### config.mk
export PLATFORM = sky130hd
export DESIGN_NAME = eif_top
export DESIGN_NICKNAME = d
export VERILOG_FILES = /design/src/inc/eif_pkg.sv /design/src/rtl/eif_noise_filter.sv /design/src/rtl/eif_req_detect.sv /design/src/rtl/eif_top.sv
export SDC_FILE = /design/constraint.sdc
export NUM_CORES = 1
export LEC_CHECK = 0
export BUFFER_PORTS_ARGS = -buffer_cell sky130_fd_sc_hd__buf_2
export CORE_ASPECT_RATIO = 0.75
export CORE_MARGIN = 3
export CORE_UTILIZATION = 56
export DETAILED_ROUTE_END_ITERATION = 6
export GPL_TIMING_DRIVEN = 0
export PLACE_DENSITY = 0.84
export SYNTH_ARGS = -nofsm -noshare
export SYNTH_HDL_FRONTEND = slang
export SYNTH_SLANG_ARGS = --single-unit
### constraint.sdc
create_clock -name sys_clk -period 7.69 [get_ports sys_clk]
set_clock_uncertainty 0.05 [all_clocks]
set_input_delay 0.3845 -clock sys_clk [delete_from_list [all_inputs] [get_ports sys_clk]]
set_output_delay 0.3845 -clock sys_clk [all_outputs]
set_load 0.05 [all_outputs]
### src/inc/eif_pkg.sv
// ----------------------------------------------------------------------
// external interrupt conditioning: shared constants and types
// ----------------------------------------------------------------------
package eif_pkg;

  // ----------------------------------------------------------------------
  // sizes
  // ----------------------------------------------------------------------
  localparam int unsigned NPIN    = 6;        // external interrupt pins
  localparam int unsigned ADDR_W  = 8;        // byte address width on the bus
  localparam int unsigned DATA_W  = 32;       // bus data width
  localparam int unsigned IDX_W   = 6;        // word index width
  localparam int unsigned DIV_W   = 4;        // gear clock prescaler width
  localparam int unsigned LSDIV_W = 2;        // low-speed divider width

  // ----------------------------------------------------------------------
  // register word indices (byte address = index * 4)
  // ----------------------------------------------------------------------
  localparam logic [IDX_W-1:0] IDX_GATE   = 6'h00; // block clock gate register
  localparam logic [IDX_W-1:0] IDX_CTRL1  = 6'h01; // control, pin one
  localparam logic [IDX_W-1:0] IDX_CTRL4  = 6'h04; // control, pin four
  localparam logic [IDX_W-1:0] IDX_STATUS = 6'h05; // filtered pin levels

  // ----------------------------------------------------------------------
  // field layout of a control register (low byte of the word)
  // ----------------------------------------------------------------------
  typedef struct packed {
    logic [2:0] zero;      // reads as zero
    logic       lvl;       // captured_level_bit, read only
    logic [1:0] cond;      // request condition
    logic [1:0] smpl;      // sampling interval
  } eif_ctrl_s;

  localparam eif_ctrl_s CTRL_RST = '{zero: 3'h0, lvl: 1'b0, cond: 2'h0, smpl: 2'h0};
  localparam logic      GATE_RST = 1'b0;      // irq_clock_gate_bit after reset

  // ----------------------------------------------------------------------
  // condition and sampling codes
  // ----------------------------------------------------------------------
  localparam logic [1:0] COND_RISE = 2'h0;
  localparam logic [1:0] COND_FALL = 2'h1;
  localparam logic [1:0] COND_BOTH = 2'h2;
  localparam logic [1:0] COND_HIGH = 2'h3;    // pin four only, else reserved
  localparam logic [1:0] SMPL_D1   = 2'h0;
  localparam logic [1:0] SMPL_D4   = 2'h1;
  localparam logic [1:0] SMPL_D8   = 2'h2;
  localparam logic [DIV_W-1:0]   DIV4_END  = 4'h3;  // last count of /4
  localparam logic [DIV_W-1:0]   DIV8_END  = 4'h7;  // last count of /8
  localparam logic [DIV_W-1:0]   DIV16_END = 4'hf;  // last count of /16
  localparam logic [LSDIV_W-1:0] LSDIV_END = 2'h3;  // last count of fs/4

  // ----------------------------------------------------------------------
  // operating mode input codes
  // ----------------------------------------------------------------------
  localparam logic [1:0] MODE_HS   = 2'h0;    // high-speed run or halt
  localparam logic [1:0] MODE_LS   = 2'h1;    // low-speed run or light sleep
  localparam logic [1:0] MODE_DEEP = 2'h2;    // deep halt, deep sleep, stop

  // ----------------------------------------------------------------------
  // bus answers
  // ----------------------------------------------------------------------
  localparam logic [1:0] RESP_OKAY   = 2'h0;
  localparam logic [1:0] RESP_SLVERR = 2'h2;

endpackage

### src/rtl/eif_noise_filter.sv
`timescale 1ns/1ps
`default_nettype none
// ----------------------------------------------------------------------
// one-pin digital noise canceller
// ----------------------------------------------------------------------
module eif_noise_filter #(
  parameter bit FIXED = 1'b0                  // fixed-filter pin
) (
  input  wire logic sys_clk,
  input  wire logic rst_n,
  input  wire logic pin,                      // masked pin level
  input  wire logic run,                      // gate on and not deep mode
  input  wire logic hs_mode,                  // high-speed modes
  input  wire logic smpl_tick,                // selected interval tick
  input  wire logic ls_tick,                  // low-frequency clock / 4
  output logic      level                     // filtered level
);

  logic [2:0] hist_r;                         // last three samples
  logic [2:0] hist_nxt;
  logic       level_r;
  wire        tick_w   = hs_mode ? (FIXED ? 1'b1 : smpl_tick) : ls_tick;
  wire        take_w   = run & tick_w;
  // fixed pins and low-speed modes need two agreeing samples, else three
  wire        need2_w  = FIXED | ~hs_mode;
  wire        agree2_w = (hist_nxt[1] == hist_nxt[0]);
  wire        agree3_w = agree2_w & (hist_nxt[2] == hist_nxt[1]);
  wire        accept_w = take_w & (need2_w ? agree2_w : agree3_w);

  assign hist_nxt = {hist_r[1:0], pin};
  assign level    = level_r;

  // sample history; a halted filter keeps its history
  always_ff @(posedge sys_clk or negedge rst_n) begin
    if (!rst_n) begin
      hist_r  <= 3'h0;
      level_r <= 1'b0;
    end else begin
      if (take_w) begin
        hist_r <= hist_nxt;
      end
      if (accept_w) begin
        level_r <= hist_nxt[0];
      end
    end
  end

endmodule
`default_nettype wire

### src/rtl/eif_req_detect.sv
`timescale 1ns/1ps
`default_nettype none
// ----------------------------------------------------------------------
// request condition decoder for one pin
// ----------------------------------------------------------------------
module eif_req_detect #(
  parameter bit HIGH_OK = 1'b0                // code 11 means high level
) (
  input  wire logic       sys_clk,
  input  wire logic       rst_n,
  input  wire logic       run,
  input  wire logic       level,              // filtered level
  input  wire logic [1:0] cond,
  output logic            req                 // request this cycle
);

  logic prev_r;                               // filtered level one cycle ago
  wire  rise_w = level & ~prev_r;
  wire  fall_w = ~level & prev_r;

  // compare with previous filtered level
  always_ff @(posedge sys_clk or negedge rst_n) begin
    if (!rst_n) begin
      prev_r <= 1'b0;
    end else begin
      prev_r <= level;
    end
  end

  // reserved code raises nothing on pins one to three
  assign req = run & ((cond == eif_pkg::COND_RISE) ? rise_w :
                      (cond == eif_pkg::COND_FALL) ? fall_w :
                      (cond == eif_pkg::COND_BOTH) ? (rise_w | fall_w) :
                      (HIGH_OK & level));

endmodule
`default_nettype wire

### src/rtl/eif_top.sv
`timescale 1ns/1ps
`default_nettype none
module eif_top (
  input  wire logic                       sys_clk,
  input  wire logic                       arst_n,
  // axi4-lite slave
  input  wire logic                       s_axi_awvalid,
  output logic                            s_axi_awready,
  input  wire logic [eif_pkg::ADDR_W-1:0] s_axi_awaddr,
  input  wire logic                       s_axi_wvalid,
  output logic                            s_axi_wready,
  input  wire logic [eif_pkg::DATA_W-1:0] s_axi_wdata,
  input  wire logic [3:0]                 s_axi_wstrb,
  output logic                            s_axi_bvalid,
  input  wire logic                       s_axi_bready,
  output logic [1:0]                      s_axi_bresp,
  input  wire logic                       s_axi_arvalid,
  output logic                            s_axi_arready,
  input  wire logic [eif_pkg::ADDR_W-1:0] s_axi_araddr,
  output logic                            s_axi_rvalid,
  input  wire logic                       s_axi_rready,
  output logic [eif_pkg::DATA_W-1:0]      s_axi_rdata,
  output logic [1:0]                      s_axi_rresp,
  // system side
  input  wire logic [1:0]                 op_mode,
  input  wire logic                       fs_tick,
  input  wire logic                       ext_irq_pin_zero,
  input  wire logic                       ext_irq_pin_one,
  input  wire logic                       ext_irq_pin_two,
  input  wire logic                       ext_irq_pin_three,
  input  wire logic                       ext_irq_pin_four,
  input  wire logic                       ext_irq_pin_five,
  input  wire logic [eif_pkg::NPIN-1:0]   pin_out_mode,
  output logic [eif_pkg::NPIN-1:0]        irq_req
);

  // ----------------------------------------------------------------------
  // reset release
  // ----------------------------------------------------------------------
  logic [1:0] rst_sync_r;                     // two-stage release
  wire        rst_n = rst_sync_r[1];          // design reset

  // async assert, release after two edges
  always_ff @(posedge sys_clk or negedge arst_n) begin
    if (!arst_n) begin
      rst_sync_r <= 2'h0;
    end else begin
      rst_sync_r <= {rst_sync_r[0], 1'b1};
    end
  end

  // ----------------------------------------------------------------------
  // register storage
  // ----------------------------------------------------------------------
  logic                     gate_r;           // irq_clock_gate_bit
  eif_pkg::eif_ctrl_s       ctrl_r [1:4];     // ext_irq_control_reg for pins one to four
  logic [eif_pkg::NPIN-1:0] level_w;          // filtered levels
  logic [eif_pkg::NPIN-1:0] req_w;            // raw requests
  logic [eif_pkg::NPIN-1:0] req_r;            // registered requests

  // ----------------------------------------------------------------------
  // mode and sampling timebase
  // ----------------------------------------------------------------------
  wire hs_w   = (op_mode == eif_pkg::MODE_HS);
  wire ls_w   = (op_mode == eif_pkg::MODE_LS);
  // a stopped block clock or deep mode freezes the prescalers, filters and requests
  wire run_w  = gate_r & (hs_w | ls_w);

  logic [eif_pkg::DIV_W-1:0]   div_r;         // gear clock prescaler
  logic [eif_pkg::LSDIV_W-1:0] lsdiv_r;       // counts low-frequency periods

  wire d4_w   = (div_r[1:0] == eif_pkg::DIV4_END[1:0]);
  wire d8_w   = (div_r[2:0] == eif_pkg::DIV8_END[2:0]);
  wire d16_w  = (div_r == eif_pkg::DIV16_END);
  wire ls_tick_w = fs_tick & (lsdiv_r == eif_pkg::LSDIV_END);

  // prescalers run only while the block clock would run
  always_ff @(posedge sys_clk or negedge rst_n) begin
    if (!rst_n) begin
      div_r   <= '0;
      lsdiv_r <= '0;
    end else if (run_w) begin
      div_r <= div_r + 4'h1;
      if (fs_tick) begin
        lsdiv_r <= lsdiv_r + 2'h1;
      end
    end
  end

  // ----------------------------------------------------------------------
  // pin masking: a pin in output mode reads low inside
  // ----------------------------------------------------------------------
  wire [eif_pkg::NPIN-1:0] pin_raw_w = {ext_irq_pin_five, ext_irq_pin_four,
                                        ext_irq_pin_three, ext_irq_pin_two,
                                        ext_irq_pin_one, ext_irq_pin_zero};
  wire [eif_pkg::NPIN-1:0] pin_w     = pin_raw_w & ~pin_out_mode;

  // ----------------------------------------------------------------------
  // bus slave: write channel holders
  // ----------------------------------------------------------------------
  logic                       awready_r;      // address slot free
  logic                       wready_r;       // data slot free
  logic                       aw_hold_r;      // address taken, not used
  logic                       w_hold_r;       // data taken, not used
  logic [eif_pkg::IDX_W-1:0]  aw_idx_r;       // held word index
  logic [7:0]                 wdata_r;        // held low byte
  logic                       wstrb0_r;       // held lane-0 strobe
  logic                       bvalid_r;
  logic [1:0]                 bresp_r;

  wire aw_hs_w = s_axi_awvalid & awready_r;
  wire w_hs_w  = s_axi_wvalid & wready_r;
  wire b_hs_w  = bvalid_r & s_axi_bready;
  // both halves present and no answer pending
  wire wr_go_w = aw_hold_r & w_hold_r & ~bvalid_r;
  wire wr_en_w = wr_go_w & wstrb0_r;

  // write decode
  wire wr_gate_w   = wr_en_w & (aw_idx_r == eif_pkg::IDX_GATE);
  wire wr_ok_w     = (aw_idx_r <= eif_pkg::IDX_STATUS);

  // write handshakes: each channel taken once, freed after response
  always_ff @(posedge sys_clk or negedge rst_n) begin
    if (!rst_n) begin
      awready_r <= 1'b1;
      wready_r  <= 1'b1;
      aw_hold_r <= 1'b0;
      w_hold_r  <= 1'b0;
      aw_idx_r  <= '0;
      wdata_r   <= '0;
      wstrb0_r  <= 1'b0;
      bvalid_r  <= 1'b0;
      bresp_r   <= eif_pkg::RESP_OKAY;
    end else begin
      if (aw_hs_w) begin
        awready_r <= 1'b0;
        aw_hold_r <= 1'b1;
        aw_idx_r  <= s_axi_awaddr[eif_pkg::ADDR_W-1:2];
      end
      if (w_hs_w) begin
        wready_r <= 1'b0;
        w_hold_r <= 1'b1;
        wdata_r  <= s_axi_wdata[7:0];
        wstrb0_r <= s_axi_wstrb[0];
      end
      if (wr_go_w) begin
        aw_hold_r <= 1'b0;
        w_hold_r  <= 1'b0;
        bvalid_r  <= 1'b1;
        bresp_r   <= wr_ok_w ? eif_pkg::RESP_OKAY : eif_pkg::RESP_SLVERR;
      end
      if (b_hs_w) begin
        bvalid_r  <= 1'b0;
        awready_r <= 1'b1;
        wready_r  <= 1'b1;
      end
    end
  end

  // gate bit, cleared by reset so the block starts unclocked
  always_ff @(posedge sys_clk or negedge rst_n) begin
    if (!rst_n) begin
      gate_r <= eif_pkg::GATE_RST;
    end else if (wr_gate_w) begin
      gate_r <= wdata_r[0];
    end
  end

  // ----------------------------------------------------------------------
  // per-pin filter and condition; control register on pins one to four only
  // ----------------------------------------------------------------------
  logic [1:0] cond_w [0:5];                   // effective condition
  logic [1:0] smpl_w [0:5];                   // effective interval code

  genvar g;
  generate
    for (g = 0; g < eif_pkg::NPIN; g++) begin : g_pin
      localparam bit FIXED = (g == 0) || (g == eif_pkg::NPIN - 1);
      wire tick_w;

      if (FIXED) begin : g_fixed
        // fixed pins: falling edge, gear-clock filter
        assign cond_w[g] = eif_pkg::COND_FALL;
        assign smpl_w[g] = eif_pkg::SMPL_D1;
      end else begin : g_cfg
        wire wr_w = wr_en_w & (aw_idx_r == 6'(g));
        assign cond_w[g] = ctrl_r[g].cond;
        assign smpl_w[g] = ctrl_r[g].smpl;

        // writable fields and the captured level; hardware never loses a capture
        always_ff @(posedge sys_clk or negedge rst_n) begin
          if (!rst_n) begin
            ctrl_r[g] <= eif_pkg::CTRL_RST;
          end else begin
            if (wr_w) begin
              ctrl_r[g].cond <= wdata_r[3:2];
              ctrl_r[g].smpl <= wdata_r[1:0];
            end
            if (req_w[g]) begin
              ctrl_r[g].lvl <= level_w[g];
            end
          end
        end
      end

      // interval select from the shared prescaler
      assign tick_w = (smpl_w[g] == eif_pkg::SMPL_D1) ? 1'b1 :
                      (smpl_w[g] == eif_pkg::SMPL_D4) ? d4_w :
                      (smpl_w[g] == eif_pkg::SMPL_D8) ? d8_w : d16_w;

      eif_noise_filter #(
        .FIXED     (FIXED)
      ) u_filt (
        .sys_clk   (sys_clk),
        .rst_n     (rst_n),
        .pin       (pin_w[g]),
        .run       (run_w),
        .hs_mode   (hs_w),
        .smpl_tick (tick_w),
        .ls_tick   (ls_tick_w),
        .level     (level_w[g])
      );

      eif_req_detect #(
        .HIGH_OK   (g == 4)
      ) u_det (
        .sys_clk   (sys_clk),
        .rst_n     (rst_n),
        .run       (run_w),
        .level     (level_w[g]),
        .cond      (cond_w[g]),
        .req       (req_w[g])
      );
    end
  endgenerate

  // ----------------------------------------------------------------------
  // request outputs to the interrupt latch
  // ----------------------------------------------------------------------
  // registered so the latch sees a clean one-cycle pulse per edge
  always_ff @(posedge sys_clk or negedge rst_n) begin
    if (!rst_n) begin
      req_r <= '0;
    end else begin
      req_r <= req_w;
    end
  end

  assign irq_req = req_r;

  // ----------------------------------------------------------------------
  // bus slave: read channel
  // ----------------------------------------------------------------------
  logic                      arready_r;
  logic                      rvalid_r;
  logic [eif_pkg::DATA_W-1:0] rdata_r;
  logic [1:0]                rresp_r;

  wire [eif_pkg::IDX_W-1:0] rd_idx_w = s_axi_araddr[eif_pkg::ADDR_W-1:2];
  wire ar_hs_w = s_axi_arvalid & arready_r;
  wire r_hs_w  = rvalid_r & s_axi_rready;

  // control words read with bits 7:5 as zero
  wire [7:0] rd_c1_w = {3'h0, ctrl_r[1].lvl, ctrl_r[1].cond, ctrl_r[1].smpl};
  wire [7:0] rd_c2_w = {3'h0, ctrl_r[2].lvl, ctrl_r[2].cond, ctrl_r[2].smpl};
  wire [7:0] rd_c3_w = {3'h0, ctrl_r[3].lvl, ctrl_r[3].cond, ctrl_r[3].smpl};
  wire [7:0] rd_c4_w = {3'h0, ctrl_r[4].lvl, ctrl_r[4].cond, ctrl_r[4].smpl};
  wire       rd_ok_w = (rd_idx_w <= eif_pkg::IDX_STATUS);
  // read mux; unmapped words read zero
  wire [7:0] rd_byte_w =
    (rd_idx_w == eif_pkg::IDX_GATE)   ? {7'h00, gate_r} :
    (rd_idx_w == eif_pkg::IDX_CTRL1)  ? rd_c1_w :
    (rd_idx_w == 6'h02)               ? rd_c2_w :
    (rd_idx_w == 6'h03)               ? rd_c3_w :
    (rd_idx_w == eif_pkg::IDX_CTRL4)  ? rd_c4_w :
    (rd_idx_w == eif_pkg::IDX_STATUS) ? {2'h0, level_w} : 8'h00;

  // one read at a time; address slot reopens after the data is taken
  always_ff @(posedge sys_clk or negedge rst_n) begin
    if (!rst_n) begin
      arready_r <= 1'b1;
      rvalid_r  <= 1'b0;
      rdata_r   <= '0;
      rresp_r   <= eif_pkg::RESP_OKAY;
    end else begin
      if (ar_hs_w) begin
        arready_r <= 1'b0;
        rvalid_r  <= 1'b1;
        rdata_r   <= {24'h000000, rd_byte_w};
        rresp_r   <= rd_ok_w ? eif_pkg::RESP_OKAY : eif_pkg::RESP_SLVERR;
      end
      if (r_hs_w) begin
        rvalid_r  <= 1'b0;
        arready_r <= 1'b1;
      end
    end
  end

  // ----------------------------------------------------------------------
  // bus outputs straight from flops
  // ----------------------------------------------------------------------
  assign s_axi_awready = awready_r;
  assign s_axi_wready  = wready_r;
  assign s_axi_bvalid  = bvalid_r;
  assign s_axi_bresp   = bresp_r;
  assign s_axi_arready = arready_r;
  assign s_axi_rvalid  = rvalid_r;
  assign s_axi_rdata   = rdata_r;
  assign s_axi_rresp   = rresp_r;

  // note: software must disable each interrupt before changing the gate,
  // controls or mode, and wait the settling time afterwards

endmodule
`default_nettype wire

# After elaboration in Yosys (flattened, before gate mapping)
# Cells that the tools add are included.
# totals
ff_bits	87
inputBits	74
out_inout_bits	47
word_cells	229
# classes
add_sub_neg	2
magnitude_cmp	2
n_eq_ne	40
n_mux	55
bitwise	64
reduce_logical	18
# op_table
op	n
2-to-1 mux 1 bit	47
bitwise AND 1 bit	46
2-to-1 mux 6 bit	6
equality test 6 x 2 -> 1 bit (second input constant)	4
equality test 2 bit (second input constant)	10
equality test 2 x 1 -> 1 bit (second input constant)	9
equality test 6 x 3 -> 1 bit (second input constant)	3
zero test 2 bit	9
equality test 6 x 1 -> 1 bit (second input constant)	2
less-or-equal comparator 6 x 3 -> 1 bit (second input constant)	2
zero test 6 bit	2
nonzero test 2 bit	6
NOT 1 bit	11
equality test 1 bit	10
bitwise AND 6 bit	1
NOT 6 bit	1
bitwise OR 1 bit	5
adder 4 x 1 -> 4 bit (second input constant)	1
equality test 4 bit (second input constant)	1
2-to-1 mux 2 bit	2
equality test 3 bit (second input constant)	1
adder 2 x 1 -> 2 bit (second input constant)	1
AND reduction 2 bit	1

# Longest topological paths before layout
# Gate-level depths: netlist of run 1.
# logic_depth
depth_word	7
depth_mapped	6
mapped_depth_nobuf	6

# Cells and area by module
# A second synthesis of run 1 with hierarchy kept.
# unflattened
hier_cells	370
area_unflattened_um2	4394.2
# modules_own_cells
mod	instances	cells_per_inst	area_per_inst_um2	seq_area_each_um2
eif_top	1	236	2949.1	1530.2
eif_noise_filter (g_pin[1].u_filt ...)	4	15	171.4	75.1
eif_req_detect (g_pin[0].u_det ...)	5	10	96.3	25.0
eif_noise_filter (g_pin[0].u_filt ...)	2	7	93.8	50.0
eif_req_detect (g_pin[4].u_det)	1	10	90.1	25.0

# Worst setup path before layout of run 1
# OpenSTA, ideal clock, no wires.
# synth_path
path_type	register to register
startpoint	reg bvalid_r (netlist: s_axi_bvalid)
endpoint	reg, netlist name cond_w[8]
t_arrival_ns	2.095
t_required_ns	7.515
path_slack_ns	5.421
stages_incl_launch_ff	5
path_buffers	0
cell_sequence	dfrtp_1 > nand3b_1 > or4b_4 > nor3b_4 > mux2_2
# synth_via
elab_chain_len	4
# synth_lines
element	line_no	text
from (decl)	eif_top.sv:108	logic bvalid_r;
from (signal assigned)	eif_top.sv:132	bvalid_r <= 1'b0;
from (signal assigned)	eif_top.sv:149	bvalid_r <= 1'b1;
from (signal assigned)	eif_top.sv:153	bvalid_r <= 1'b0;
NOT 1 bit	eif_top.sv:115	wire wr_go_w = aw_hold_r & w_hold_r & ~bvalid_r;
bitwise AND 1 bit	eif_top.sv:115	
bitwise AND 1 bit	eif_top.sv:116	wire wr_en_w = wr_go_w & wstrb0_r;
bitwise AND 1 bit	eif_top.sv:186	wire wr_w = wr_en_w & (aw_idx_r == 6'(g));
# Every way passes these cells.
# A chain may end at the register's enable or synchronous reset.

# Worst setup path after layout of run 1
# layout_path
startpoint	reg aw_idx_r[3] (netlist bit)
endpoint	reg, netlist name cond_w[8]
# layout_via
elab_chain_len	2
# layout_lines
element	line_no	text
from (decl)	eif_top.sv:105	logic [eif_pkg::IDX_W-1:0] aw_idx_r;
from (signal assigned)	eif_top.sv:138	aw_idx_r <= s_axi_awaddr[eif_pkg::ADDR_W-1:2];
equality test 6 x 1 -> 1 bit	eif_top.sv:186	
bitwise AND 1 bit	eif_top.sv:186	
# Every way passes these cells.

==> results of run 1 <==
==> layer usage <==
layer  share of wire (%)  vias to the layer above  track usage [%]  wire length (µm)
li1                    -                     1359                -                 -
met1                  44                     1396             27.9              3590
met2                  48                       85             33.3              3840
met3                 6.6                       12             6.87               531
met4                 1.3                        0             7.44               103
met5                   0                        -                0                 0
==> cell usage after synthesis (4+ instances only) <==
cell type | count | area (µm²)
a21boi_0 | 7 | 52.6
a21oi_1 | 6 | 30.0
a222oi_1 | 4 | 40.0
a31oi_1 | 5 | 31.3
buf_4 | 28 | 210
dfrtp_1 | 80 | 2000
ha_1 | 11 | 138
inv_1 | 20 | 75.1
mux2_2 | 44 | 495
mux2i_1 | 13 | 130
nand2_1 | 29 | 109
nand2b_1 | 8 | 50.1
nand4_1 | 4 | 25.0
nor2_1 | 14 | 52.6
nor2b_1 | 11 | 68.8
o21ai_0 | 12 | 60.1
o221ai_1 | 4 | 35.0
o22ai_1 | 5 | 31.3
==> how the worst max path moves through the flow <==
| stage | from | to | slack, ps | cells past startpoint |
|---|---|---|---|---|
| floorplan | rst_sync_r[1] | aw_hold_r | 5160 | 0 |
| global placement | rst_sync_r[1] | lsdiv_r[1] | 4370 | 0 |
| detailed placement | aw_idx_r[3] | cond_w[8] | 5480 | 4 |
| CTS | aw_idx_r[3] | cond_w[8] | 5460 | 4 |
| global route | s_axi_bvalid | cond_w[8] | 5410 | 4 |
| finish | aw_idx_r[3] | cond_w[8] | 5470 | 4 |
==> power by group <==
group	switching [W]	total, W	internal (W)
clock network	0.000154	0.000303	0.000149
registers	0.000117	0.000670	0.000553
logic	0.000197	0.000359	0.000162
==> per-stage QoR <==
step           util (%)  area [µm²]  instances  hold WS [ps]
2_1_floorplan         -        4130        373          38.9
3_3_place_gp       65.7        4530        528           120
5_1_grt            69.0        4760        546           126
4_1_cts            69.0        4760        546           113
6_report           69.0        4760        546           127
3_5_place_dp       66.2        4560        529           125
==> critical path, stage by stage (launching register included) <==
cell,delay [ps]
dfrtp_1,380
or3_4,390
or4b_4,550
nor3b_4,350
mux2_2,380
==> area by class of cell <==
type | count | share of cell area (%)
multi-input combinational | 238 | 36.6
inverter | 20 | 1.58
timing repair buffer | 59 | 6.78
clock buffer | 11 | 2.76
tap | 98 | 2.58
buffer | 32 | 4.73
sequential | 83 | 43.8
clock inverter | 5 | 1.13
==> cell families after synthesis <==
logic type,share of synthesized area [%]
DFF,51.7
AOI/OAI and AO/OA,9.30
and+or+nand+nor,11.2
buffers and inverters,7.46
muxes,16.1
adders and majority gates,3.42
other,0.187
xor gates and xnor gates,0.653
==> state kept, by name, summed over array words and instances (netlist names), 2 cells and up <==
name and flops:
cond_w 8, g_pin.u_det.prev_r 6, div_r 4, aw_idx_r 6, irq_req 6, wdata_r 4
lsdiv_r 2, g_pin.u_filt.hist_r 10, g_pin.u_filt.level 6, s_axi_rdata 6, ctrl_r 12, rst_sync_r 2
==> metrics.md, run 1 <==
| Metric | Value |
|---|---|
| Syn Std Cell Area | `4020 µm²` |
| Pre-CTS setup slack | `between 5000 and 6000 ps` |
| Post-Route Setup TNS | `0 ps` |
| Footprint of the multi-input gates | `between 1500 and 2000 µm²` |
| Area of the core | `just under 7000 µm²` |
| FF-to-FF End | `cond_w[8]` |
| Post-synth ARST share | `100%` |
| DRC viols | `0` |
| Via Count | `2852` |
| Area grow syn2layout | `18.3%` |
| Max-capacitance violation count | `0` |
| Post-route clock period utilization | `approximately 29%` |
| Largest net degree at the start of global routing | `59` |
| Routability cong. | `a little over 0.8` |
| Length in cells of the worst reg-to-reg path | `4` |
| Sequential Area | `around 2100 µm²` |
| Max H-tree Level | `3` |
| Critical Path AT | `2410 ps` |
| Slew @ Worst Pin | `between 600 and 700 ps` |
| RSZ-0062 raised after global routing | `false` |
| Fillers | `535` |
| Yosys Warn Count | `0` |
| Status | `finished clean` |
| Vias per std cell | `5.22` |
| Power per cell area | `280 nW/µm²` |
| Die footprint | `8250 µm²` |
| Setup crit end kind | `register` |
| Worst Min Path Start | `s_axi_wvalid` |
| Postcts setup bufs | `0` |
| Nets | `approximately 530` |
| Period minus WS final | `2220 ps` |
| Final Slew Violations | `0` |
| Ant diodes | `0` |
| Hold path endpoint | `s_axi_wready` |
| Clk_lat worst skew | `350 ps` |
| GRT Total Usage | `21.2%` |
| Tot Pwr | `0.00133 W` |
| Sequential element share of the synthesized area | `51.7%` |
| Post-cts gate resize count | `0` |
| Initial Util | `58.3%` |
| Final Hold Vio Count | `0` |
| Netlist cell types | `44` |
| Hold buffer count at cts | `1` |
| Commonest non-fill, non-tap cell in the layout | `dfrtp_1` |
| Synth Flop Type | `dfrtp_1` |
| CTS sink count | `83` |
| Vias in the first global route | `between 2000 and 3000` |
| DIE WIDTH | `104 µm` |
| Cell row count | `26` |
| ANT nets after route | `0` |
| I/O pin cnt | `121` |
| Global route overflow | `0` |
| Pre-Repair DR Iteration Count | `5` |
| Dpl hpwl | `6130 µm` |
| Worst-path fanout max | `4` |
| Reg2reg start | `aw_idx_r[3]` |
| First-pass GRT wire length | `13700 µm` |
| Die height | `79.4 µm` |
| Max IR drop VDD | `0.169 mV` |
| I/O Buffers | `57` |
| Total CTS buffers | `9` |
| Crit path launch type | `register` |
| CTS Buffer Depth | `2` |
| Post-synth EDFFs | `0` |
| Share of post-route cells with drive strength above 1 | `34.4%` |
| Static Leak | `2.42 nW` |
| # setup viols final | `0` |
| Flops & latches, synth | `between 80 and 90` |
| Worst min-delay path class | `primary input to register` |
| Post-Syn Instances | `346` |
| Initial DRC count | `112` |
| Most frequent cells in the layout | `79 x dfrtp_1, 57 x buf_2, 44 x mux2_2` |
| Min-Delay Path Depth | `2` |
| CTS tree | `done` |
| Reg-to-reg slack, setup | `5470 ps` |
| Crit Path Class | `register to register` |
| Worst setup margin | `roughly 5500 ps` |
| Slew HR | `55.8%` |
| Cell at the root of the clock tree | `clkbuf_8` |
| Achievable frequency | `roughly 0.45 GHz` |
| Clock-pin slew on the worst setup and hold paths | `80 ps` |
| Post-Syn Area per Cell | `11.6 µm²` |
| WL per Instance | `14.8 µm` |
| Routed WL | `roughly 8000 µm` |
| Initial antenna violation count | `0` |
| WP data required | `approximately 7900 ps` |
No activity file was read; power rests on OpenSTA's default activity.
==> inputs of run 2 (changes only) <==
- CORE_UTILIZATION: 56 -> 52
- PLACE_DENSITY: 0.84 -> 0.79
- clock period: 7.69 -> 2.17 ns (I/O delays scaled with it)
==> metrics.md, run 2 (same netlist as run 1, synthesis figures left out) <==
| Metric | Value |
|---|---|
| Status | `finished with violations` |
| Violated checks | `negative setup slack` |
| Footprint of the multi-input gates | `1770 µm²` |
| Area of the core | `roughly 7400 µm²` |
| Met2 usage | `34.6%` |
| Critical-path cell list | `or3_4, or4b_4, nor3b_4, buf_6, mux2_2` |
| Total CTS buffers | `9` |
| Most frequent cells in the layout | `78 x dfrtp_1, 57 x buf_2, 38 x mux2_2` |
| Met1 Use GR | `27.7%` |
| FF-to-FF End | `cond_w[8]` |
| CTS sink count | `83` |
| WL per Instance | `15.0 µm` |
| I/O Buffers | `57` |
| Post-Layout Cell Count | `572` |
| Initial Util | `54.1%` |
| Critical Path AT | `2380 ps` |
| Internal | `0.00332 W` |
| Power per cell area | `992 nW/µm²` |
| ANT nets after route | `0` |
| Initial antenna violation count | `0` |
| Largest net degree at the start of global routing | `58` |
| Clock share of power | `roughly a quarter` |
| Routability cong. | `~0.80` |
| Share of post-route cells with drive strength above 1 | `34.0%` |
| Routed WL | `8570 µm` |
| Max stage delay on crit path | `580 ps` |
| Crit Path Class | `register to register` |
| Post-Route Setup TNS | `-55.9 ps` |
| Crit-path leading delay family | `simple AND/OR/NAND/NOR gates` |
| Period minus WS final | `approximately 2200 ps` |
| Vias in the first global route | `around 2900` |
| Dpl hpwl | `~6000 µm` |
| Tot Pwr | `about 0.005 W` |
| GRT Total Usage | `20.7%` |
| Largest Register | `ctrl_r` |
| Pre-Repair DR Iteration Count | `4` |
| Final hold slack | `roughly 28 ps` |
| CTS Buffer Depth | `2` |
| Worst-path fanout max | `4` |
| Max FFs per register | `12` |
| Ant diodes | `0` |
| Commonest non-fill, non-tap cell in the layout | `dfrtp_1` |
| Die footprint | `8840 µm²` |
| Slew HR | `54.6%` |
| Max H-tree Level | `3` |
| Critical Path Source | `aw_idx_r[4]` |
| Area grow syn2layout | `25.7%` |
| WP data required | `about 2400 ps` |
| Worst min-delay path class | `primary input to asynchronous set/reset pin` |
| Cell row count | `27` |
| Gate power share | `between 20 and 30%` |
| Via Count | `2963` |
| Global route overflow | `0` |
| Slew @ Worst Pin | `~680 ps` |
| DIE WIDTH | `108 µm` |
| Post-route clock period utilization | `101%` |
| CP Depth | `5` |
| Pre-CTS setup slack | `-67.0 ps` |
| Max-capacitance violation count | `0` |
| Met3 Use GR | `4.27%` |
| Switching pwr | `0.00170 W` |
| Worst setup margin | `-25.4 ps` |
| Placed cells | `532` |
| Initial DRC count | `157` |
| Sequential Area | `2090 µm²` |
| Reg-to-reg slack, setup | `-30 ps` |
| # setup viols final | `3` |
| I/O pin cnt | `121` |
| CP Capture Point | `cond_w[8]` |
| Achievable frequency | `around 0.46 GHz` |
| Static Leak | `around 2.5 nW` |
| Setup crit end kind | `register` |
| Length in cells of the worst reg-to-reg path | `5` |
| Clock-pin slew on the worst setup and hold paths | `80 ps` |
| Die height | `82.2 µm` |
| Sw Ratio | `between 30% and 40%` |
| Top Usage Layer GRT | `met2` |
| DRC viols | `0` |
| Vias per std cell | `a little over 5` |
| Clk_lat worst skew | `about 340 ps` |
| Sequential group share of total power | `47.6%` |
| First-pass GRT wire length | `14300 µm` |
| Max IR drop VDD | `0.611 mV` |
| Final Slew Violations | `0` |
| Nets | `551` |
| CTS tree | `done` |
| Cell at the root of the clock tree | `clkbuf_8` |
| CP Buf/Inv Count | `1` |
| Crit-path slowest cell | `or4b_4` |
| RSZ-0062 raised after global routing | `true` |
| Crit path launch type | `register` |
| Reg2reg start | `aw_idx_r[4]` |
| Fillers | `544` |
| Final Hold Vio Count | `0` |
==> run 2: cell types whose count changed in the layout (fill, tap and decap cells not counted), sizes merged <==
cell         delta
dlygate4sd3    +19
buf             +4
clkinv          -3
bufinv          +1
clkbuf          +1
clkinvlp        +1
==> run 2: through the flow <==
| stage | util, % | area (µm²) |
|---|---|---|
| finish | 68.0 | 5060 |
| global route | 68.0 | 5060 |
| CTS | 68.0 | 5060 |
| detailed placement | 61.5 | 4570 |
| global placement | 61.1 | 4540 |
| floorplan | - | 4130 |
==> run 2: worst min path at each step <==
stage | start | end | slack [ps] | depth (start not counted)
after floorplan | arst_n | rst_sync_r[0] | -240 | 0
after global placement | arst_n | rst_sync_r[0] | -160 | 1
after detailed placement | arst_n | rst_sync_r[0] | -150 | 1
after CTS | arst_n | rst_sync_r[1] | 3 | 2
after global routing | arst_n | rst_sync_r[1] | 20 | 2
final | arst_n | rst_sync_r[1] | 30 | 2
==> run 2: power by group through the flow <==
| stage | sequential [W] | combinational (W) | clock, W |
|---|---|---|---|
| 6_report | 0.00239 | 0.00138 | 0.00125 |
| 5_1_grt | 0.00246 | 0.00152 | 0.00134 |
| 4_1_cts | 0.00237 | 0.00137 | 0.00127 |
| 3_5_place_dp | 0.00240 | 0.00127 | 0 |
| 3_3_place_gp | 0.00239 | 0.00119 | 0 |
| 2_1_floorplan | 0.00247 | 0.000840 | 0 |
==> run 2: layout make-up <==
| class | instances | area share [%] |
|---|---|---|
| inverter | 20 | 1.48 |
| buffer | 32 | 4.45 |
| clock buffer | 12 | 3.07 |
| tap | 101 | 2.50 |
| multi-input combinational | 238 | 34.9 |
| timing repair buffer | 82 | 10.9 |
| clock inverter | 4 | 1.43 |
| sequential | 83 | 41.2 |
==> run 2: timing repair <==
action                                  CTS  global route
hold endpoints to repair                 18             0
hold buffers                             20             0
gates resized for setup                   8             0
setup buffers                             4             0
endpoints found under the setup margin    9            12
pin swaps                                 4             1
==> run 2: metal layers <==
| layer | part of all wire, % | up-vias |
|---|---|---|
| met3 | 6.7 | 9 |
| met4 | 1.0 | 0 |
| met1 | 45 | 1456 |
| li1 | - | 1401 |
| met5 | 0 | - |
| met2 | 47 | 97 |
==> inputs of run 3 (changes only) <==
- CELL_PAD_IN_SITES_DETAIL_PLACEMENT: default -> 0
- CELL_PAD_IN_SITES_GLOBAL_PLACEMENT: default -> 1
- CORE_UTILIZATION: 52 -> 40
- PLACE_DENSITY: 0.79 -> 0.78
- TNS_END_PERCENT: default -> 10
==> metrics.md, run 3 (same netlist as run 1, synthesis figures left out) <==
| Metric | Value |
|---|---|
| Status | `finished with violations` |
| Achievable frequency | `0.453 GHz` |
| Dpl hpwl | `6070 µm` |
| Pre-Repair DR Iteration Count | `4` |
| Cell row count | `31` |
| DRC viols | `0` |
| Global route overflow | `0` |
| Length in cells of the worst reg-to-reg path | `5` |
| Die height | `92.9 µm` |
| Vias in the first global route | `between 2000 and 3000` |
| Total CTS buffers | `9` |
| Largest Register | `ctrl_r` |
| Share of post-route cells with drive strength above 1 | `33.8%` |
| Worst setup margin | `-39.9 ps` |
| Area of the core | `between 9000 and 10000 µm²` |
| Clk_lat worst skew | `between 300 and 400 ps` |
| Post-route clock period utilization | `102%` |
| Final Slew Violations | `0` |
| Switching pwr | `0.00170 W` |
| Ant diodes | `0` |
| Setup crit end kind | `register` |
| Clock-pin slew on the worst setup and hold paths | `60 ps` |
| Routability cong. | `0.789` |
| Final Instance Area | `between 5000 and 6000 µm²` |
| Worst min-delay path class | `primary input to asynchronous set/reset pin` |
| Vias per std cell | `4.70` |
| Reg2reg start | `aw_idx_r[4]` |
| Max FFs per register | `12` |
| Dpl cell area | `4600 µm²` |
| Internal | `approximately 0.0034 W` |
| Sw Ratio | `around 33%` |
| Worst-path fanout max | `4` |
| Max-capacitance violation count | `0` |
| Nets | `551` |
| Area grow syn2layout | `28.0%` |
| Power per cell area | `roughly 1000 nW/µm²` |
| FF-to-FF End | `ctrl_r[25]` |
| WP data required | `roughly 2300 ps` |
| Most frequent cells in the layout | `79 x dfrtp_1, 57 x buf_2, 36 x mux2_2` |
| Initial Util | `41.3%` |
| Largest net degree at the start of global routing | `42` |
| Commonest non-fill, non-tap cell in the layout | `dfrtp_1` |
| Crit path launch type | `register` |
| Final hold slack | `25.4 ps` |
| Die footprint | `11300 µm²` |
| Slew HR | `53.4%` |
| Initial antenna violation count | `0` |
| Initial DRC count | `185` |
| I/O pin cnt | `121` |
| DIE WIDTH | `between 100 and 150 µm` |
| Period minus WS final | `approximately 2200 ps` |
| Gate power share | `between 20% and 30%` |
| Sequential group share of total power | `46.4%` |
| GRT Total Usage | `15.7%` |
| WL per Instance | `approximately 14 µm` |
| Max H-tree Level | `3` |
| Critical Path AT | `2380 ps` |
| ANT nets after route | `0` |
| Routed WL | `8360 µm` |
| Slew @ Worst Pin | `about 700 ps` |
| Crit Path Class | `register to register` |
| Cell at the root of the clock tree | `clkbuf_16` |
| I/O Buffers | `57` |
| Via Count | `2833` |
| RSZ-0062 raised after global routing | `true` |
| CTS sink count | `83` |
| Max IR drop VDD | `0.722 mV` |
| Clock share of power | `27.5%` |
| Reg-to-reg slack, setup | `-40 ps` |
| Violated checks | `negative setup slack` |
| CTS tree | `done` |
| CTS Buffer Depth | `2` |
| Final Hold Vio Count | `0` |
| Static Leak | `2.57 nW` |
| # setup viols final | `8` |
| First-pass GRT wire length | `13800 µm` |
==> run 3: cell count changes in the layout (fill, tap and decap cells not counted), moves of 2 or more <==
cell	delta
clkbuf_16	+9
mux2_2	-2
clkbuf_8	-9
bufinv_16	-2
mux2_4	+2
==> run 3: power groups by stage <==
stage               Clock [W]  Combinational (W)  Sequential, W
global route          0.00152            0.00149        0.00246
CTS                   0.00146            0.00130        0.00238
finish                0.00141            0.00134        0.00239
global placement            0            0.00120        0.00240
detailed placement          0            0.00125        0.00241
floorplan                   0           0.000840        0.00246
==> run 3: critical path, stage by stage (launching register included) <==
cell and delay, ps:
dfrtp_1 370, or3_4 400, or4b_4 600, nor3b_4 220, buf_6 150, mux2_4 300
==> run 3: metal layers <==
| layer | routed length, µm | GRT usage, % | vias to the layer above |
|---|---|---|---|
| met1 | 4040 | 22.0 | 1358 |
| met5 | 0 | 0 | - |
| met4 | 50 | 3.08 | 0 |
| met3 | 544 | 5.62 | 7 |
| li1 | - | - | 1402 |
| met2 | 3730 | 23.6 | 66 |
==> run 3: cell type report <==
class | count | area, µm²
Clock inverter | 4 | 25.0
Fill cell | 884 | 4590
Timing Repair Buffer | 82 | 543
Multi-Input combinational cell | 238 | 1770
Inverter | 20 | 75.1
Tap cell | 132 | 165
Clock buffer | 12 | 256
Buffer | 32 | 225
Sequential cell | 83 | 2080
==> run 3: what timing repair did <==
| item | 4_1_cts | 5_1_grt |
|---|---|---|
| hold endpoints to repair | 18 | 0 |
| gates resized for setup | 0 | 10 |
| hold buffers | 20 | 0 |
| endpoints found under the setup margin | 7 | 12 |
| setup buffers | 0 | 4 |
| pin swaps | 1 | 4 |
==> run 3: worst max-delay path by stage <==
| stage | from | to | slack (ps) | cells past startpoint |
|---|---|---|---|---|
| floorplan | s_axi_bvalid | cond_w[8] | -100 | 4 |
| global placement | aw_idx_r[3] | ctrl_r[25] | -20 | 4 |
| detailed placement | aw_idx_r[3] | cond_w[8] | -30 | 4 |
| CTS | aw_idx_r[3] | cond_w[8] | -30 | 4 |
| global route | aw_idx_r[4] | ctrl_r[25] | -90 | 5 |
| finish | aw_idx_r[4] | ctrl_r[25] | -40 | 5 |
==> run 3: through the flow <==
stage               power (W)  cells  TNS (ps)  util (%)  worst slack [ps]
finish                0.00515    603      -255      52.9             -39.9
global route          0.00547    603      -855      52.9             -92.3
CTS                   0.00515    599     -86.6      52.2             -25.9
detailed placement    0.00366    563     -97.2      47.2             -34.2
global placement      0.00360    562     -70.3      47.0             -19.2
floorplan             0.00331    373      -808         -             -99.5
